<file path="src/hw/pcr_pkg.sv">
/*
 * Constants shared by the port pin block: register offsets, field
 * positions, reset values, bus responses and synchroniser depth.
 * Assumes a 32-bit AXI4-Lite register bus and eight port pins.
 */
package pcr_pkg;
   localparam int PCR_PINS = 8;
   localparam int PCR_TIM_CH = 4;
   localparam int PCR_PWM_CH = 6;
   localparam int PCR_ROUTE_W = 4;
   localparam int PCR_AW = 8;
   localparam int PCR_DW = 32;
   localparam int PCR_SYNC_STAGES = 2;

   localparam logic [PCR_AW-1:0] PCR_OFF_DATA = 8'h00;
   localparam logic [PCR_AW-1:0] PCR_OFF_INPUT = 8'h04;
   localparam logic [PCR_AW-1:0] PCR_OFF_DIR = 8'h08;
   localparam logic [PCR_AW-1:0] PCR_OFF_REDUCE = 8'h0c;
   localparam logic [PCR_AW-1:0] PCR_OFF_PULL_EN = 8'h10;
   localparam logic [PCR_AW-1:0] PCR_OFF_PULL_POL = 8'h14;
   localparam logic [PCR_AW-1:0] PCR_OFF_ROUTE = 8'h18;
   localparam logic [PCR_AW-1:0] PCR_OFF_EDGE_EN = 8'h1c;

   localparam logic [PCR_PINS-1:0] PCR_RST_BYTE = 8'h00;
   localparam logic [PCR_ROUTE_W-1:0] PCR_RST_ROUTE = 4'h0;
   localparam int PCR_STRB_LANE = 0;

   localparam logic [1:0] PCR_RESP_OKAY = 2'h0;
   localparam logic [1:0] PCR_RESP_SLVERR = 2'h2;
endpackage

</file>
<file path="src/hw/pcr_sync.sv">
/*
 * Two-stage level synchroniser, one bit per lane.
 * Assumes the inputs are asynchronous pin levels; reset clears both
 * stages, matching the quiet state of an undriven port.
 */
`timescale 1ns/100ps
module pcr_sync #(
   parameter int W = 8
) (
   input wire logic core_clk,
   input wire logic rst_b,
   input wire logic [W-1:0] async_in,
   output logic [W-1:0] sync_out
);
   import pcr_pkg::*;

   typedef struct packed {
      logic [W-1:0] s1;
      logic [W-1:0] s2;
   } pcr_sync_st_t;

   pcr_sync_st_t st_ff;
   pcr_sync_st_t nxt_st;

   // First stage feeds only the second stage
   always_comb begin
      nxt_st.s1 = async_in;
      nxt_st.s2 = st_ff.s1;
   end

   always_ff @(posedge core_clk or negedge rst_b) begin
      if (!rst_b) begin
         st_ff <= '0;
      end else begin
         st_ff <= nxt_st;
      end
   end

   assign sync_out = st_ff.s2;
endmodule

</file>
<file path="src/hw/pcr_port.sv">
/*
 * Port pin configuration and routing: direction, output data, input
 * readback, reduced drive, pull control, timer/PWM routing, analog
 * override, and the AXI4-Lite register slave.
 * Assumes timer, PWM and analog enables arrive on core_clk; pin levels
 * are asynchronous and are synchronised here.
 */
// The address map and the AXI4-Lite register port are this design's own decisions.
// Summary of operation
// - Polarity bit 0 selects pull-up, 1 selects pull-down.
// - Polarity matters for an input pin with pull enabled, and with edge enable set.
// - Route bit 0 gives pin to timer, 1 to PWM, if enabled.
// - Route decides only when both enabled; peripherals beat general use.
// - All registers but input writable anytime; irrelevant settings stay stored.
// - Output data drives pin only for a general-purpose output.
// - Data read returns pin when input, stored bit when output.
// - Data readback may lag a direction change by three cycles.
// - Input register is read-only synchronised pin level.
// - Direction 0 input, 1 output; ignored under peripheral control.
// - Enabled analog module disables drivers, forces inputs to 1.
// - Reduce bit selects reduced drive only on output pins.
// - Pull active only on inputs; push-pull outputs have no pull.
// - With edge enable, polarity 0 selects falling, 1 rising.
// - Reset makes every pin a general-purpose input.
// - Reset clears all registers asynchronously.
`timescale 1ns/100ps
module pcr_port (
   input wire logic core_clk,
   input wire logic rst_b,
   input wire logic s_axi_awvalid,
   output logic s_axi_awready,
   input wire logic [pcr_pkg::PCR_AW-1:0] s_axi_awaddr,
   input wire logic s_axi_wvalid,
   output logic s_axi_wready,
   input wire logic [pcr_pkg::PCR_DW-1:0] s_axi_wdata,
   input wire logic [3:0] s_axi_wstrb,
   output logic s_axi_bvalid,
   input wire logic s_axi_bready,
   output logic [1:0] s_axi_bresp,
   input wire logic s_axi_arvalid,
   output logic s_axi_arready,
   input wire logic [pcr_pkg::PCR_AW-1:0] s_axi_araddr,
   output logic s_axi_rvalid,
   input wire logic s_axi_rready,
   output logic [pcr_pkg::PCR_DW-1:0] s_axi_rdata,
   output logic [1:0] s_axi_rresp,
   input wire logic [pcr_pkg::PCR_TIM_CH-1:0] tim_oc_en,
   input wire logic [pcr_pkg::PCR_TIM_CH-1:0] tim_oc_out,
   input wire logic [pcr_pkg::PCR_PWM_CH-1:0] pwm_ch_en,
   input wire logic [pcr_pkg::PCR_PWM_CH-1:0] pwm_ch_out,
   input wire logic [pcr_pkg::PCR_PINS-1:0] analog_en,
   input wire logic [pcr_pkg::PCR_PINS-1:0] pin_in,
   output logic [pcr_pkg::PCR_PINS-1:0] pin_out,
   output logic [pcr_pkg::PCR_PINS-1:0] pin_oe,
   output logic [pcr_pkg::PCR_PINS-1:0] pin_reduce,
   output logic [pcr_pkg::PCR_PINS-1:0] pin_pull_up_en,
   output logic [pcr_pkg::PCR_PINS-1:0] pin_pull_dn_en,
   output logic [pcr_pkg::PCR_PINS-1:0] pin_in_digital,
   output logic [pcr_pkg::PCR_PINS-1:0] edge_rise_sel,
   output logic [pcr_pkg::PCR_PINS-1:0] edge_fall_sel
);
   import pcr_pkg::*;

   typedef struct packed {
      logic [PCR_PINS-1:0] data;
      logic [PCR_PINS-1:0] dir;
      logic [PCR_PINS-1:0] drive_reduce_bits;
      logic [PCR_PINS-1:0] pull_enable_bits;
      logic [PCR_PINS-1:0] pull_polarity_bits;
      logic [PCR_ROUTE_W-1:0] route;
      logic [PCR_PINS-1:0] edge_interrupt_enable;
      logic aw_held;
      logic [PCR_AW-1:0] aw_addr;
      logic w_held;
      logic [PCR_DW-1:0] w_data;
      logic w_lane;
      logic awready;
      logic wready;
      logic bvalid;
      logic [1:0] bresp;
      logic arready;
      logic rvalid;
      logic [PCR_DW-1:0] rdata;
      logic [1:0] rresp;
      logic [PCR_PINS-1:0] p_out;
      logic [PCR_PINS-1:0] p_oe;
      logic [PCR_PINS-1:0] p_reduce;
      logic [PCR_PINS-1:0] p_up;
      logic [PCR_PINS-1:0] p_dn;
      logic [PCR_PINS-1:0] p_in;
      logic [PCR_PINS-1:0] e_rise;
      logic [PCR_PINS-1:0] e_fall;
   } pcr_state_t;

   pcr_state_t st_ff;
   pcr_state_t nxt_st;
   logic [PCR_PINS-1:0] pin_sync;
   logic [PCR_PINS-1:0] tim_en8, tim_out8, pwm_en8, pwm_out8, route8;
   logic [PCR_PINS-1:0] tim_own, pwm_own, periph_own, out_eff, in_lvl;
   logic [PCR_PINS-1:0] drv_val;
   logic [PCR_PINS-1:0] wbyte;
   logic [PCR_PINS-1:0] rd_byte;
   logic rd_hit;
   logic wr_fire;

   // Pin levels cross in from outside, so both stages come first
   pcr_sync #(
      .W(PCR_PINS)
   ) u_sync (
      .core_clk(core_clk),
      .rst_b(rst_b),
      .async_in(pin_in),
      .sync_out(pin_sync)
   );

   always_comb begin
      tim_en8 = PCR_PINS'(tim_oc_en);
      tim_out8 = PCR_PINS'(tim_oc_out);
      pwm_en8 = PCR_PINS'(pwm_ch_en);
      pwm_out8 = PCR_PINS'(pwm_ch_out);
      route8 = PCR_PINS'(st_ff.route);
      pwm_own = pwm_en8 & (~tim_en8 | route8);
      tim_own = tim_en8 & (~pwm_en8 | ~route8);
      periph_own = pwm_own | tim_own;
      out_eff = periph_own | st_ff.dir;
      drv_val = (pwm_own & pwm_out8) | (tim_own & tim_out8)
         | (~periph_own & st_ff.data);
      in_lvl = pin_sync | analog_en;
   end

   always_comb begin
      rd_hit = 1'b1;
      rd_byte = '0;
      case (s_axi_araddr)
         PCR_OFF_DATA: begin
            // Lags a direction change by the sync depth plus the registered pad enable
            rd_byte = (st_ff.dir & st_ff.data)
               | (~st_ff.dir & in_lvl);
         end
         PCR_OFF_INPUT: begin
            rd_byte = in_lvl;
         end
         PCR_OFF_DIR: begin
            rd_byte = st_ff.dir;
         end
         PCR_OFF_REDUCE: begin
            rd_byte = st_ff.drive_reduce_bits;
         end
         PCR_OFF_PULL_EN: begin
            rd_byte = st_ff.pull_enable_bits;
         end
         PCR_OFF_PULL_POL: begin
            rd_byte = st_ff.pull_polarity_bits;
         end
         PCR_OFF_ROUTE: begin
            rd_byte = route8;
         end
         PCR_OFF_EDGE_EN: begin
            rd_byte = st_ff.edge_interrupt_enable;
         end
         default: begin
            rd_hit = 1'b0;
         end
      endcase
   end

   always_comb begin
      nxt_st = st_ff;
      wbyte = st_ff.w_data[PCR_PINS-1:0];
      wr_fire = 1'b0;
      if (s_axi_awvalid && st_ff.awready) begin
         nxt_st.aw_held = 1'b1;
         nxt_st.aw_addr = s_axi_awaddr;
      end
      if (s_axi_wvalid && st_ff.wready) begin
         nxt_st.w_held = 1'b1;
         nxt_st.w_data = s_axi_wdata;
         nxt_st.w_lane = s_axi_wstrb[PCR_STRB_LANE];
      end
      if (st_ff.bvalid && s_axi_bready) begin
         nxt_st.bvalid = 1'b0;
      end
      // Writes land any time; the pin logic decides what takes effect
      if (st_ff.aw_held && st_ff.w_held && !st_ff.bvalid) begin
         wr_fire = 1'b1;
         nxt_st.aw_held = 1'b0;
         nxt_st.w_held = 1'b0;
         nxt_st.bvalid = 1'b1;
         nxt_st.bresp = PCR_RESP_OKAY;
         case (st_ff.aw_addr)
            PCR_OFF_DATA: begin
               if (st_ff.w_lane) nxt_st.data = wbyte;
            end
            PCR_OFF_INPUT: begin
               nxt_st.bresp = PCR_RESP_OKAY;
            end
            PCR_OFF_DIR: begin
               if (st_ff.w_lane) nxt_st.dir = wbyte;
            end
            PCR_OFF_REDUCE: begin
               if (st_ff.w_lane) nxt_st.drive_reduce_bits = wbyte;
            end
            PCR_OFF_PULL_EN: begin
               if (st_ff.w_lane) nxt_st.pull_enable_bits = wbyte;
            end
            PCR_OFF_PULL_POL: begin
               if (st_ff.w_lane) nxt_st.pull_polarity_bits = wbyte;
            end
            PCR_OFF_ROUTE: begin
               if (st_ff.w_lane) nxt_st.route = wbyte[PCR_ROUTE_W-1:0];
            end
            PCR_OFF_EDGE_EN: begin
               if (st_ff.w_lane) nxt_st.edge_interrupt_enable = wbyte;
            end
            default: begin
               nxt_st.bresp = PCR_RESP_SLVERR;
            end
         endcase
      end
      nxt_st.awready = !nxt_st.aw_held && !nxt_st.bvalid && !wr_fire;
      nxt_st.wready = !nxt_st.w_held && !nxt_st.bvalid && !wr_fire;
      if (st_ff.rvalid && s_axi_rready) begin
         nxt_st.rvalid = 1'b0;
      end
      if (s_axi_arvalid && st_ff.arready) begin
         nxt_st.rvalid = 1'b1;
         nxt_st.rdata = PCR_DW'(rd_byte);
         nxt_st.rresp = rd_hit ? PCR_RESP_OKAY : PCR_RESP_SLVERR;
      end
      nxt_st.arready = !nxt_st.rvalid;
      // Analog use overrides the digital drivers and reduced drive, not the pulls
      nxt_st.p_oe = out_eff & ~analog_en;
      nxt_st.p_out = drv_val & ~analog_en;
      nxt_st.p_reduce = out_eff & ~analog_en & st_ff.drive_reduce_bits;
      nxt_st.p_up = ~out_eff & st_ff.pull_enable_bits
         & ~st_ff.pull_polarity_bits;
      nxt_st.p_dn = ~out_eff & st_ff.pull_enable_bits
         & st_ff.pull_polarity_bits;
      nxt_st.p_in = in_lvl;
      nxt_st.e_rise = st_ff.edge_interrupt_enable
         & st_ff.pull_polarity_bits;
      nxt_st.e_fall = st_ff.edge_interrupt_enable
         & ~st_ff.pull_polarity_bits;
   end

   always_ff @(posedge core_clk or negedge rst_b) begin
      if (!rst_b) begin
         st_ff <= '0;
         st_ff.dir <= PCR_RST_BYTE;
         st_ff.route <= PCR_RST_ROUTE;
         st_ff.awready <= 1'b1;
         st_ff.wready <= 1'b1;
         st_ff.arready <= 1'b1;
      end else begin
         st_ff <= nxt_st;
      end
   end

   assign s_axi_awready = st_ff.awready;
   assign s_axi_wready = st_ff.wready;
   assign s_axi_bvalid = st_ff.bvalid;
   assign s_axi_bresp = st_ff.bresp;
   assign s_axi_arready = st_ff.arready;
   assign s_axi_rvalid = st_ff.rvalid;
   assign s_axi_rdata = st_ff.rdata;
   assign s_axi_rresp = st_ff.rresp;
   assign pin_out = st_ff.p_out;
   assign pin_oe = st_ff.p_oe;
   assign pin_reduce = st_ff.p_reduce;
   assign pin_pull_up_en = st_ff.p_up;
   assign pin_pull_dn_en = st_ff.p_dn;
   assign pin_in_digital = st_ff.p_in;
   assign edge_rise_sel = st_ff.e_rise;
   assign edge_fall_sel = st_ff.e_fall;

   a_pull_polarity: assert property (@(posedge core_clk)
      disable iff (!rst_b)
      ((pin_pull_up_en & $past(st_ff.pull_polarity_bits))
      | (pin_pull_dn_en & ~$past(st_ff.pull_polarity_bits))) == '0)
      else $error("pull device disagrees with polarity");
   a_pull_gate: assert property (@(posedge core_clk) disable iff (!rst_b)
      ((pin_pull_up_en | pin_pull_dn_en) & (pin_oe
      | ~$past(st_ff.pull_enable_bits))) == '0)
      else $error("pull active on output or without enable");
   a_route_pwm: assert property (@(posedge core_clk) disable iff (!rst_b)
      (tim_oc_en[0] && pwm_ch_en[0] && st_ff.route[0] && !analog_en[0])
      |=> pin_oe[0] && (pin_out[0] == $past(pwm_ch_out[0])))
      else $error("route select did not give pin to PWM");
   a_periph_prio: assert property (@(posedge core_clk)
      disable iff (!rst_b)
      (tim_oc_en[1] && !pwm_ch_en[1] && !st_ff.dir[1] && !analog_en[1])
      |=> pin_oe[1] && (pin_out[1] == $past(tim_oc_out[1])))
      else $error("timer did not take pin over direction");
   a_gpio_drive: assert property (@(posedge core_clk)
      disable iff (!rst_b)
      (st_ff.dir[7] && !analog_en[7]) |=> pin_oe[7]
      && (pin_out[7] == $past(st_ff.data[7])))
      else $error("output data not driven");
   a_analog_off: assert property (@(posedge core_clk)
      disable iff (!rst_b)
      analog_en[2] |=> !pin_oe[2] && pin_in_digital[2])
      else $error("analog pin still digital");
   a_reduce_out: assert property (@(posedge core_clk)
      disable iff (!rst_b)
      (pin_reduce & ~pin_oe) == '0)
      else $error("reduced drive on non-output pin");
   a_input_sync: assert property (@(posedge core_clk)
      disable iff (!rst_b)
      (pin_in[3] && !analog_en[3])[*3] |=> pin_in_digital[3])
      else $error("input level not seen after sync");
   a_edge_sel: assert property (@(posedge core_clk) disable iff (!rst_b)
      (edge_rise_sel & edge_fall_sel) == '0)
      else $error("both edges selected");
   a_read_resp: assert property (@(posedge core_clk) disable iff (!rst_b)
      (s_axi_arvalid && s_axi_arready) |=> s_axi_rvalid)
      else $error("read answer missing");

   c_write_done: cover property (@(posedge core_clk) disable iff (!rst_b)
      s_axi_bvalid && s_axi_bready);
   c_both_route: cover property (@(posedge core_clk) disable iff (!rst_b)
      tim_oc_en[0] && pwm_ch_en[0]);
   c_pull_down: cover property (@(posedge core_clk) disable iff (!rst_b)
      pin_pull_dn_en != '0);
endmodule

</file>
<file path="config.mk">
export PLATFORM = sky130hd
export DESIGN_NAME = pcr_port
export DESIGN_NICKNAME = d
export VERILOG_FILES = /design/src/hw/pcr_pkg.sv /design/src/hw/pcr_sync.sv /design/src/hw/pcr_port.sv
export SDC_FILE = /design/constraint.sdc
export NUM_CORES = 1
export LEC_CHECK = 0
export BUFFER_PORTS_ARGS = -buffer_cell sky130_fd_sc_hd__buf_4
export CAP_MARGIN = 20
export CORE_UTILIZATION = 56
export DETAILED_ROUTE_END_ITERATION = 8
export MAX_ROUTING_LAYER = met4
export PLACE_DENSITY = 0.95
export SETUP_SLACK_MARGIN = 0.1
export SYNTH_ARGS = -nofsm -noshare
export SYNTH_HDL_FRONTEND = slang
export SYNTH_SLANG_ARGS = --single-unit
export TNS_END_PERCENT = 1
</file>
<file path="constraint.sdc">
create_clock -name core_clk -period 4.3 [get_ports core_clk]
set_input_delay 0.215 -clock core_clk [delete_from_list [all_inputs] [get_ports core_clk]]
set_output_delay 0.215 -clock core_clk [all_outputs]
set_load 0.02 [all_outputs]
</file>
-- Word-level counts from Yosys, hierarchy flattened
Cells that the tools add are included.
- flip-flop bits (word level): 192
- output and inout port bits: 105
- word-level logic and storage cells: 116
- reduce and logical (&&, ||, !) cells: 28
- eq/ne operators: 14
- mux-type cells: 13
- bitwise gates (word level): 31
- operators by type and width (cell ; number):
    bitwise AND 8 bit ; 11
    == test 8 x 5 -> 1 bit, second input constant ; 8
    one-hot mux 8 bit (8 select lines) ; 1
    bitwise OR 8 bit ; 7
    inverter 8 bit ; 5
    two-way mux 35 bit ; 1
    two-way mux 34 bit ; 1
    == test 8 x 4 -> 1 bit, second input constant ; 4
    AND reduction 3 bit ; 7
    == test 8 x 3 -> 1 bit, second input constant ; 2
    logical NOT 8 bit ; 2
    inverter 4 -> 8 bit ; 2
    OR reduction 8 bit ; 2
    logical AND 1 bit ; 11
    two-way mux 9 bit ; 1
    bitwise AND 4 x 8 -> 8 bit ; 1
    bitwise AND 6 x 8 -> 8 bit ; 1
    bitwise AND 8 x 4 -> 8 bit ; 1
    bitwise AND 8 x 6 -> 8 bit ; 1
    inverter 6 -> 8 bit ; 1
    bitwise OR 8 x 4 -> 8 bit ; 1
    logical NOT 1 bit ; 6
    two-way mux 1 bit ; 6
    two-way mux 2 bit ; 2
    two-way mux 3 bit ; 1

-- Depth between registers and ports, before layout
Gate-level depths: netlist (run 1).
- word-level depth: 8
- depth in mapped cells: 6
- mapped depth without buffers: 4

-- Modules after synthesis
Synthesis (run 1) repeated with hierarchy kept, for this count alone.
- cell total of the unflattened synthesis: 571
- area, all modules: 7200.7 um2
- modules (own cells, without submodules) (module ; area each (um2) ; cells an instance ; times used ; seq. area each (um2)):
    pcr_port ; 6800.3 ; 555 ; 1 ; 3757.4
    pcr_sync ; 400.4 ; 16 ; 1 ; 400.4

-- Worst setup path before layout (run 1)
Ideal clock, no wire load.
- path kind: register -> register
- start point: register st_ff, in the netlist s_axi_bvalid
- end point: register st_ff[148] in the netlist's numbering
- cell stages (with the launch flop): 6
- path slack: 2.483 ns
- buffers on the path: 1
- arrival: 1.692 ns
- setup time: 0.125 ns
- clock period less this slack: 1.817 ns
- cell sequence: dfrtp_1 > and3b_1 > buf_4 > nand3_1 > nor3_4 > mux2_2
- cells in the longest elaborated chain, start to end: 3
- ends and longest elaborated chain (element ; RTL line ; source):
    start: declaration ; pcr_port.sv:95 ; pcr_state_t st_ff;
    start signal: assignment ; pcr_port.sv:255 ; st_ff <= nxt_st;
    logical NOT 1 bit ; pcr_port.sv:184 ; if (st_ff.aw_held && st_ff.w_held && !st_ff.bvalid) begin
    logical AND 1 bit ; pcr_port.sv:184 ;
    AND reduction 3 bit (no line) ; -- ;
Every way passes these cells.
A chain may end at the register's enable or synchronous reset.

-- Final worst setup path (run 1)
- start point: register st_ff, in the netlist s_axi_bvalid
- end point: register st_ff[178] in the netlist's numbering
Same word-level chain as after synthesis.

==> flow_summary_export.csv, run 1 <==
group,metric,value,unit
cts,cts-resized-gates,0,
drt,avgViaCountPerCell,5.48,
worst_setup_path,arrival,2570,ps
worst_setup_path,cpPeakStageDelay,620,ps
synth,yosysTopAreaCell,"dfrtp_1",
synth,ys_ff_latch,166,
grt,grt_pass1_wl,24300,um
synth,synthCells,584,
power,combPwrFrac,0.152,
power,p_clk_frac,0.363,
worst_hold_path,hp-class,"in -> reg",
worst_setup_path,required,4610,ps
cts,cts.htree.levels,4,
floorplan,die_h,115,um
synth,synthMostInstantiatedCell,"dfrtp_1",
floorplan,dieArea,0.0133,sq mm
worst_setup_path,endpoint_kind,"register",
placed_design,port_buffers,146,
synth,synthArstFlopShare,1.00,
synth,syn_area,0.00721,sq mm
floorplan,rows,41,
drt,num_vias,4768,
grt,antenna_found_initial,0,
power,power.density,473,mW/mm^2
cts,tritoncts,"done",
timing,whs,17.1,ps
cts,cts-root-buf,"clkbuf_16",
worst_setup_path,critPathTopFamily,"simple AND/OR/NAND/NOR gates",
timing,worst_slew_pin_slew,1050,ps
timing,finClkSkew,9.58,ps
synth,yosysWarningCount,0,
worst_setup_path,critPathMaxFanout,9,
layout,diodes,0,
timing,maxSlewHeadroom,0.292,
synth,synth_edf_count,0,
synth,synth_top_family_by_area,"multiplexers",
layout,multi_input_area,0.00231,sq mm
worst_setup_path,path_buf_inv,0,
layout,final_util,0.685,
placed_design,place.gp.congestion,0.791,
synth,muxShareOfSynthArea,0.129,
drt,drt_iter0_drc,311,
timing,fin_tns_setup,0,ps
job,cap_viol_max_count,0,
placed_design,hpwlAfterDp,10500,um
cts,cts_buffer_depth,2,
power,p_sw,1.11,mW
synth,ys_dominant_reg_cell,"dfrtp_1",
timing,timing.fmax,441,MHz
timing,rsz0062_at_grt,"no",
timing,drv_slew,0,
layout,n_fill_cell,868,
power,worst_ir_drop_vdd,0.000338,V
layout,nNetsFinal,780,
layout,fin_cells,870,
synth,yosys.area_share.xor_xnor,0,
timing,worst_slack,2030,ps
synth,synth_top_cell_area_share,0.565,
placed_design,place_ws,2090,ps
worst_setup_path,crit_chain,"and3b_1 -> nand3_1 -> nor3_4 -> mux2_2",
power,switching_share,0.272,
synth,synthTopCellsByArea,"dfrtp_1, mux2_2, buf_4, nor2_1, nor2b_1",
cts,clock_latency,430,ps
floorplan,start_util,0.574,
cts,cts_buffers,17,
synth,synth_compound_area_frac,0.0578,
drt,ant_nets,0,
synth,synth_cell_types,47,
synth,ys_seq_area_frac,0.576,
synth,ys_top_cells_by_count,"dfrtp_1, buf_4, mux2_2",
cts,path_clk_slew,60,ps
grt,grt_pass1_vias,4777,
power,power.leakage,4.30,nW
layout,synthToLayoutAreaGrowth,19.3,%
layout,layout-drive-gt1-share,0.381,
floorplan,core-area,0.0126,sq mm
drt,wirelength,16000,um
power,p_int,2.96,mW
worst_setup_path,cpMaxStageDelayCell,"nor3_4",
layout,seqCellArea,0.00416,sq mm
outcome,status,"complete, no violations",
synth,postSynthAreaPerCell,12.4,sq um
drt,drc,0,
grt,grt_max_degree,88,
timing,finalCriticalPeriod,2270,ps
drt,wl_per_cell,18.4,um
synth,synthSimpleGateAreaFrac,0.119,
grt,gr-total-overflow,0,
floorplan,die_x,115,um
timing,period_share,0.527,
power,pwr-share-seq,0.485,
cts,numClockSinks,166,
timing,report.final.hold_viol_count,0,
placed_design,dp_cells,819,
floorplan,io_pins,200,
worst_setup_path,r2r_setup_slack,2030,ps
timing,setup_viol,0,
worst_setup_path,crit_type,"reg -> reg",
synth,synth_fa_ha_area_frac,0,
worst_setup_path,critPathLaunchType,"register",
drt,dr.pass1.iters,5,
grt,grt_usage,0.260,
==> flip-flops by register name, indices dropped and copies added (netlist names), 4 cells and up <==
name	cells
st_ff	67
route8	4
pin_out	8
s_axi_rdata	8
edge_rise_sel	8
u_sync.nxt_st	8
pin_pull_dn_en	8
pin_oe	8
pin_reduce	8
u_sync.sync_out	8
pin_pull_up_en	8
edge_fall_sel	8
pin_in_digital	8
==> path summary, 6_finish.rpt <==
check,cells past startpoint,start,endpoint
worst max-delay path,4,s_axi_bvalid,st_ff[178]
worst min-delay path,2,s_axi_wdata[2],st_ff[108]
worst max register to register,4,s_axi_bvalid,st_ff[178]
worst min register to register,0,u_sync.nxt_st[1],u_sync.sync_out[1]
max in group asynchronous,3,rst_b,edge_fall_sel[4]
min in group asynchronous,2,rst_b,st_ff[140]
==> metrics by stage <==
stage | total power, mW | cell area (sq um)
finish | 4.07 | 8610
global placement | 2.54 | 7840
floorplan | 2.37 | 7310
CTS | 4.08 | 8610
detailed placement | 2.59 | 7840
global route | 4.24 | 8610
==> area by class of cell <==
type,count,area share
Sequential cell,166,0.483
Multi-Input combinational cell,321,0.268
Timing Repair Buffer,167,0.152
Clock buffer,23,0.0555
Tap cell,172,0.0250
Clock inverter,9,0.0118
Inverter,12,0.00523
==> timing repair <==
action	in CTS	in global routing
setup buffers	0	0
hold buffers	19	0
endpoints found under the hold margin	110	0
==> worst register-to-register path: cells and delay by family (launching register included) <==
kind / cells / cell delay [ps]
flip-flops: 1 / 390
multiplexers: 1 / 430
AND/OR/NAND/NOR: 3 / 1330
==> power by group through the flow <==
stage                     clock network (mW)  registers [mW]  logic [mW]
after floorplan                            0            1.95       0.425
after global placement                     0            1.97       0.570
after detailed placement                   0            1.99       0.597
after CTS                               1.50            1.97       0.617
after global routing                    1.57            2.00       0.671
final                                   1.48            1.97       0.618
==> logic make-up after synthesis <==
family | after synthesis
compound gates | 61
buf+inv | 122
other cells | 1
flops | 166
simple gates | 151
mux | 83
==> placed cells by master (no fill, tap or decap), drive strengths merged, types with 14 or more instances in the layout <==
cell type | netlist | routed
nor3 | 15 | 15
mux2 | 71 | 71
nand2 | 22 | 22
nor2 | 33 | 33
dlygate4sd3 | 0 | 19
dfrtp | 163 | 163
and2 | 16 | 16
conb | 1 | 26
o21ai | 14 | 14
buf | 107 | 148
clkbuf | 3 | 23
nor2b | 19 | 19
==> layer usage <==
layer | wire length [um] | part of all wire | track usage | up-vias
li1 | - | - | - | 2093
met1 | 6460 | 0.40 | 0.310 | 2377
met2 | 8010 | 0.50 | 0.417 | 242
met3 | 977 | 0.061 | 0.0633 | 56
met4 | 534 | 0.033 | 0.120 | 0
met5 | 0 | 0 | - | -
Power figures use the tool's default switching activity.
==> run 2: changes to the inputs <==
--- a/config.mk
+++ b/config.mk
@@ -7,10 +7,10 @@
 export LEC_CHECK = 0
 export BUFFER_PORTS_ARGS = -buffer_cell sky130_fd_sc_hd__buf_4
 export CAP_MARGIN = 20
-export CORE_UTILIZATION = 56
+export CORE_UTILIZATION = 47
 export DETAILED_ROUTE_END_ITERATION = 8
 export MAX_ROUTING_LAYER = met4
-export PLACE_DENSITY = 0.95
+export PLACE_DENSITY = 0.86
 export SETUP_SLACK_MARGIN = 0.1
 export SYNTH_ARGS = -nofsm -noshare
 export SYNTH_HDL_FRONTEND = slang
==> constraint.sdc (replaced) <==
create_clock -name core_clk -period 1.9 [get_ports core_clk]
set_input_delay 0.095 -clock core_clk [delete_from_list [all_inputs] [get_ports core_clk]]
set_output_delay 0.095 -clock core_clk [all_outputs]
set_load 0.02 [all_outputs]
==> flow_summary_export.csv, run 2 (same netlist as run 1, synthesis figures left out) <==
group,metric,value,unit
placed_design,hpwlAfterDp,10800,um
cts,numClockSinks,166,
grt,grt_usage,0.232,
power,worst_ir_drop_vdd,0.000686,V
floorplan,start_util,0.489,
floorplan,die_x,126,um
cts,path_clk_slew,60,ps
layout,multi_input_area,0.00234,sq mm
timing,finClkSkew,10.4,ps
drt,wl_per_cell,17.9,um
worst_setup_path,required,2200,ps
placed_design,port_buffers,146,
placed_design,dp_cells,851,
drt,dr.pass1.iters,5,
cts,cts_buffers,17,
cts,cts_buffer_depth,2,
timing,rsz0062_at_grt,"yes",
outcome,status,"complete, no violations",
floorplan,rows,44,
worst_setup_path,arrival,2130,ps
grt,gr-total-overflow,0,
power,power.leakage,4.62,nW
drt,drc,0,
worst_setup_path,crit_type,"reg -> reg",
drt,num_vias,4874,
cts,clock_latency,430,ps
grt,grt_pass1_wl,26900,um
layout,nNetsFinal,841,
job,cap_viol_max_count,0,
floorplan,core-area,0.0148,sq mm
worst_setup_path,endpoint_kind,"register",
layout,seqCellArea,0.00416,sq mm
layout,largest_reg_flops,67,
layout,synthToLayoutAreaGrowth,29.0,%
layout,final_util,0.631,
timing,finalCriticalPeriod,1820,ps
grt,antenna_found_initial,0,
worst_setup_path,critPathLaunchType,"register",
timing,report.final.hold_viol_count,0,
timing,period_share,0.958,
layout,final_cell_mix,"dfrtp_1, buf_4, mux2_2",
grt,grt_max_degree,61,
worst_setup_path,critPathMaxFanout,8,
timing,worst_slew_pin_slew,629,ps
cts,tritoncts,"done",
placed_design,dpl-instance-area,0.00808,sq mm
cts,cts-root-buf,"clkbuf_16",
placed_design,place.gp.congestion,0.766,
layout,design_area,0.00931,sq mm
layout,diodes,0,
drt,ant_nets,0,
worst_hold_path,hp-class,"in -> reg",
power,power.density,1020,mW/mm^2
layout,layout-drive-gt1-share,0.386,
timing,maxSlewHeadroom,0.580,
floorplan,dieArea,0.0158,sq mm
drt,drt_iter0_drc,250,
cts,cts.htree.levels,4,
drt,avgViaCountPerCell,5.17,
layout,n_fill_cell,1116,
layout,largest-register,"st_ff",
timing,timing.fmax,549,MHz
floorplan,io_pins,200,
grt,grt_pass1_vias,5105,
drt,wirelength,16900,um
layout,fin_cells,943,
timing,setup_viol,0,
timing,drv_slew,0,
floorplan,die_h,126,um
## run 2: layout make-up
| type | count | area share |
|---|---|---|
| Multi-Input combinational cell | 321 | 0.252 |
| Clock inverter | 7 | 0.00981 |
| Tap cell | 184 | 0.0247 |
| Clock buffer | 25 | 0.0543 |
| Sequential cell | 166 | 0.447 |
| Inverter | 12 | 0.00484 |
| Timing Repair Buffer | 228 | 0.208 |
## run 2: path summary, 6_finish.rpt
kind	from	to	slack, ps	depth (start not counted)
worst max-delay path	st_ff[146]	st_ff[173]	80	6
worst min-delay path	pwm_ch_en[1]	pin_pull_dn_en[1]	20	3
worst max register to register	st_ff[146]	st_ff[173]	80	6
worst min register to register	u_sync.nxt_st[4]	u_sync.sync_out[4]	350	0
max in group asynchronous	rst_b	s_axi_arready	1020	3
min in group asynchronous	rst_b	st_ff[146]	230	2
## run 2: routing by layer
layer / global-route usage / share of wire / vias to the layer above
met3: 0.0510 / 0.056 / 28
met2: 0.377 / 0.50 / 197
met5: - / 0 / -
met1: 0.286 / 0.42 / 2429
met4: 0.0865 / 0.022 / 0
li1: - / - / 2220
## run 2: critical path, cell delays in order (launching register included)
cell,delay [ps]
dfrtp_1,410
nor4_4,290
buf_4,180
nand2_1,50
or3_1,330
buf_6,170
mux2_2,270
## run 2: power breakdown
group | internal, mW | switching [mW] | total (mW)
logic | 0.794 | 0.766 | 1.56
registers | 3.99 | 0.497 | 4.49
clock network | 2.11 | 1.34 | 3.45
## run 2: stage by stage
step	setup WS [ps]	TNS, ps	hold WS (ps)	power (mW)
2_1_floorplan	108	0	-201	5.38
3_3_place_gp	33.2	0	115	5.84
3_5_place_dp	-9.58	-17.4	118	5.91
4_1_cts	67.1	0	9.13	9.49
5_1_grt	-9.61	-16.8	22.3	9.92
6_report	79.2	0	24.4	9.50
## run 2: timing repair
item,4_1_cts,5_1_grt
hold buffers,57,0
endpoints found under the setup margin,44,52
resized for setup,5,3
buffers inserted,0,3
pin swaps,0,3
endpoints found under the hold margin,121,0
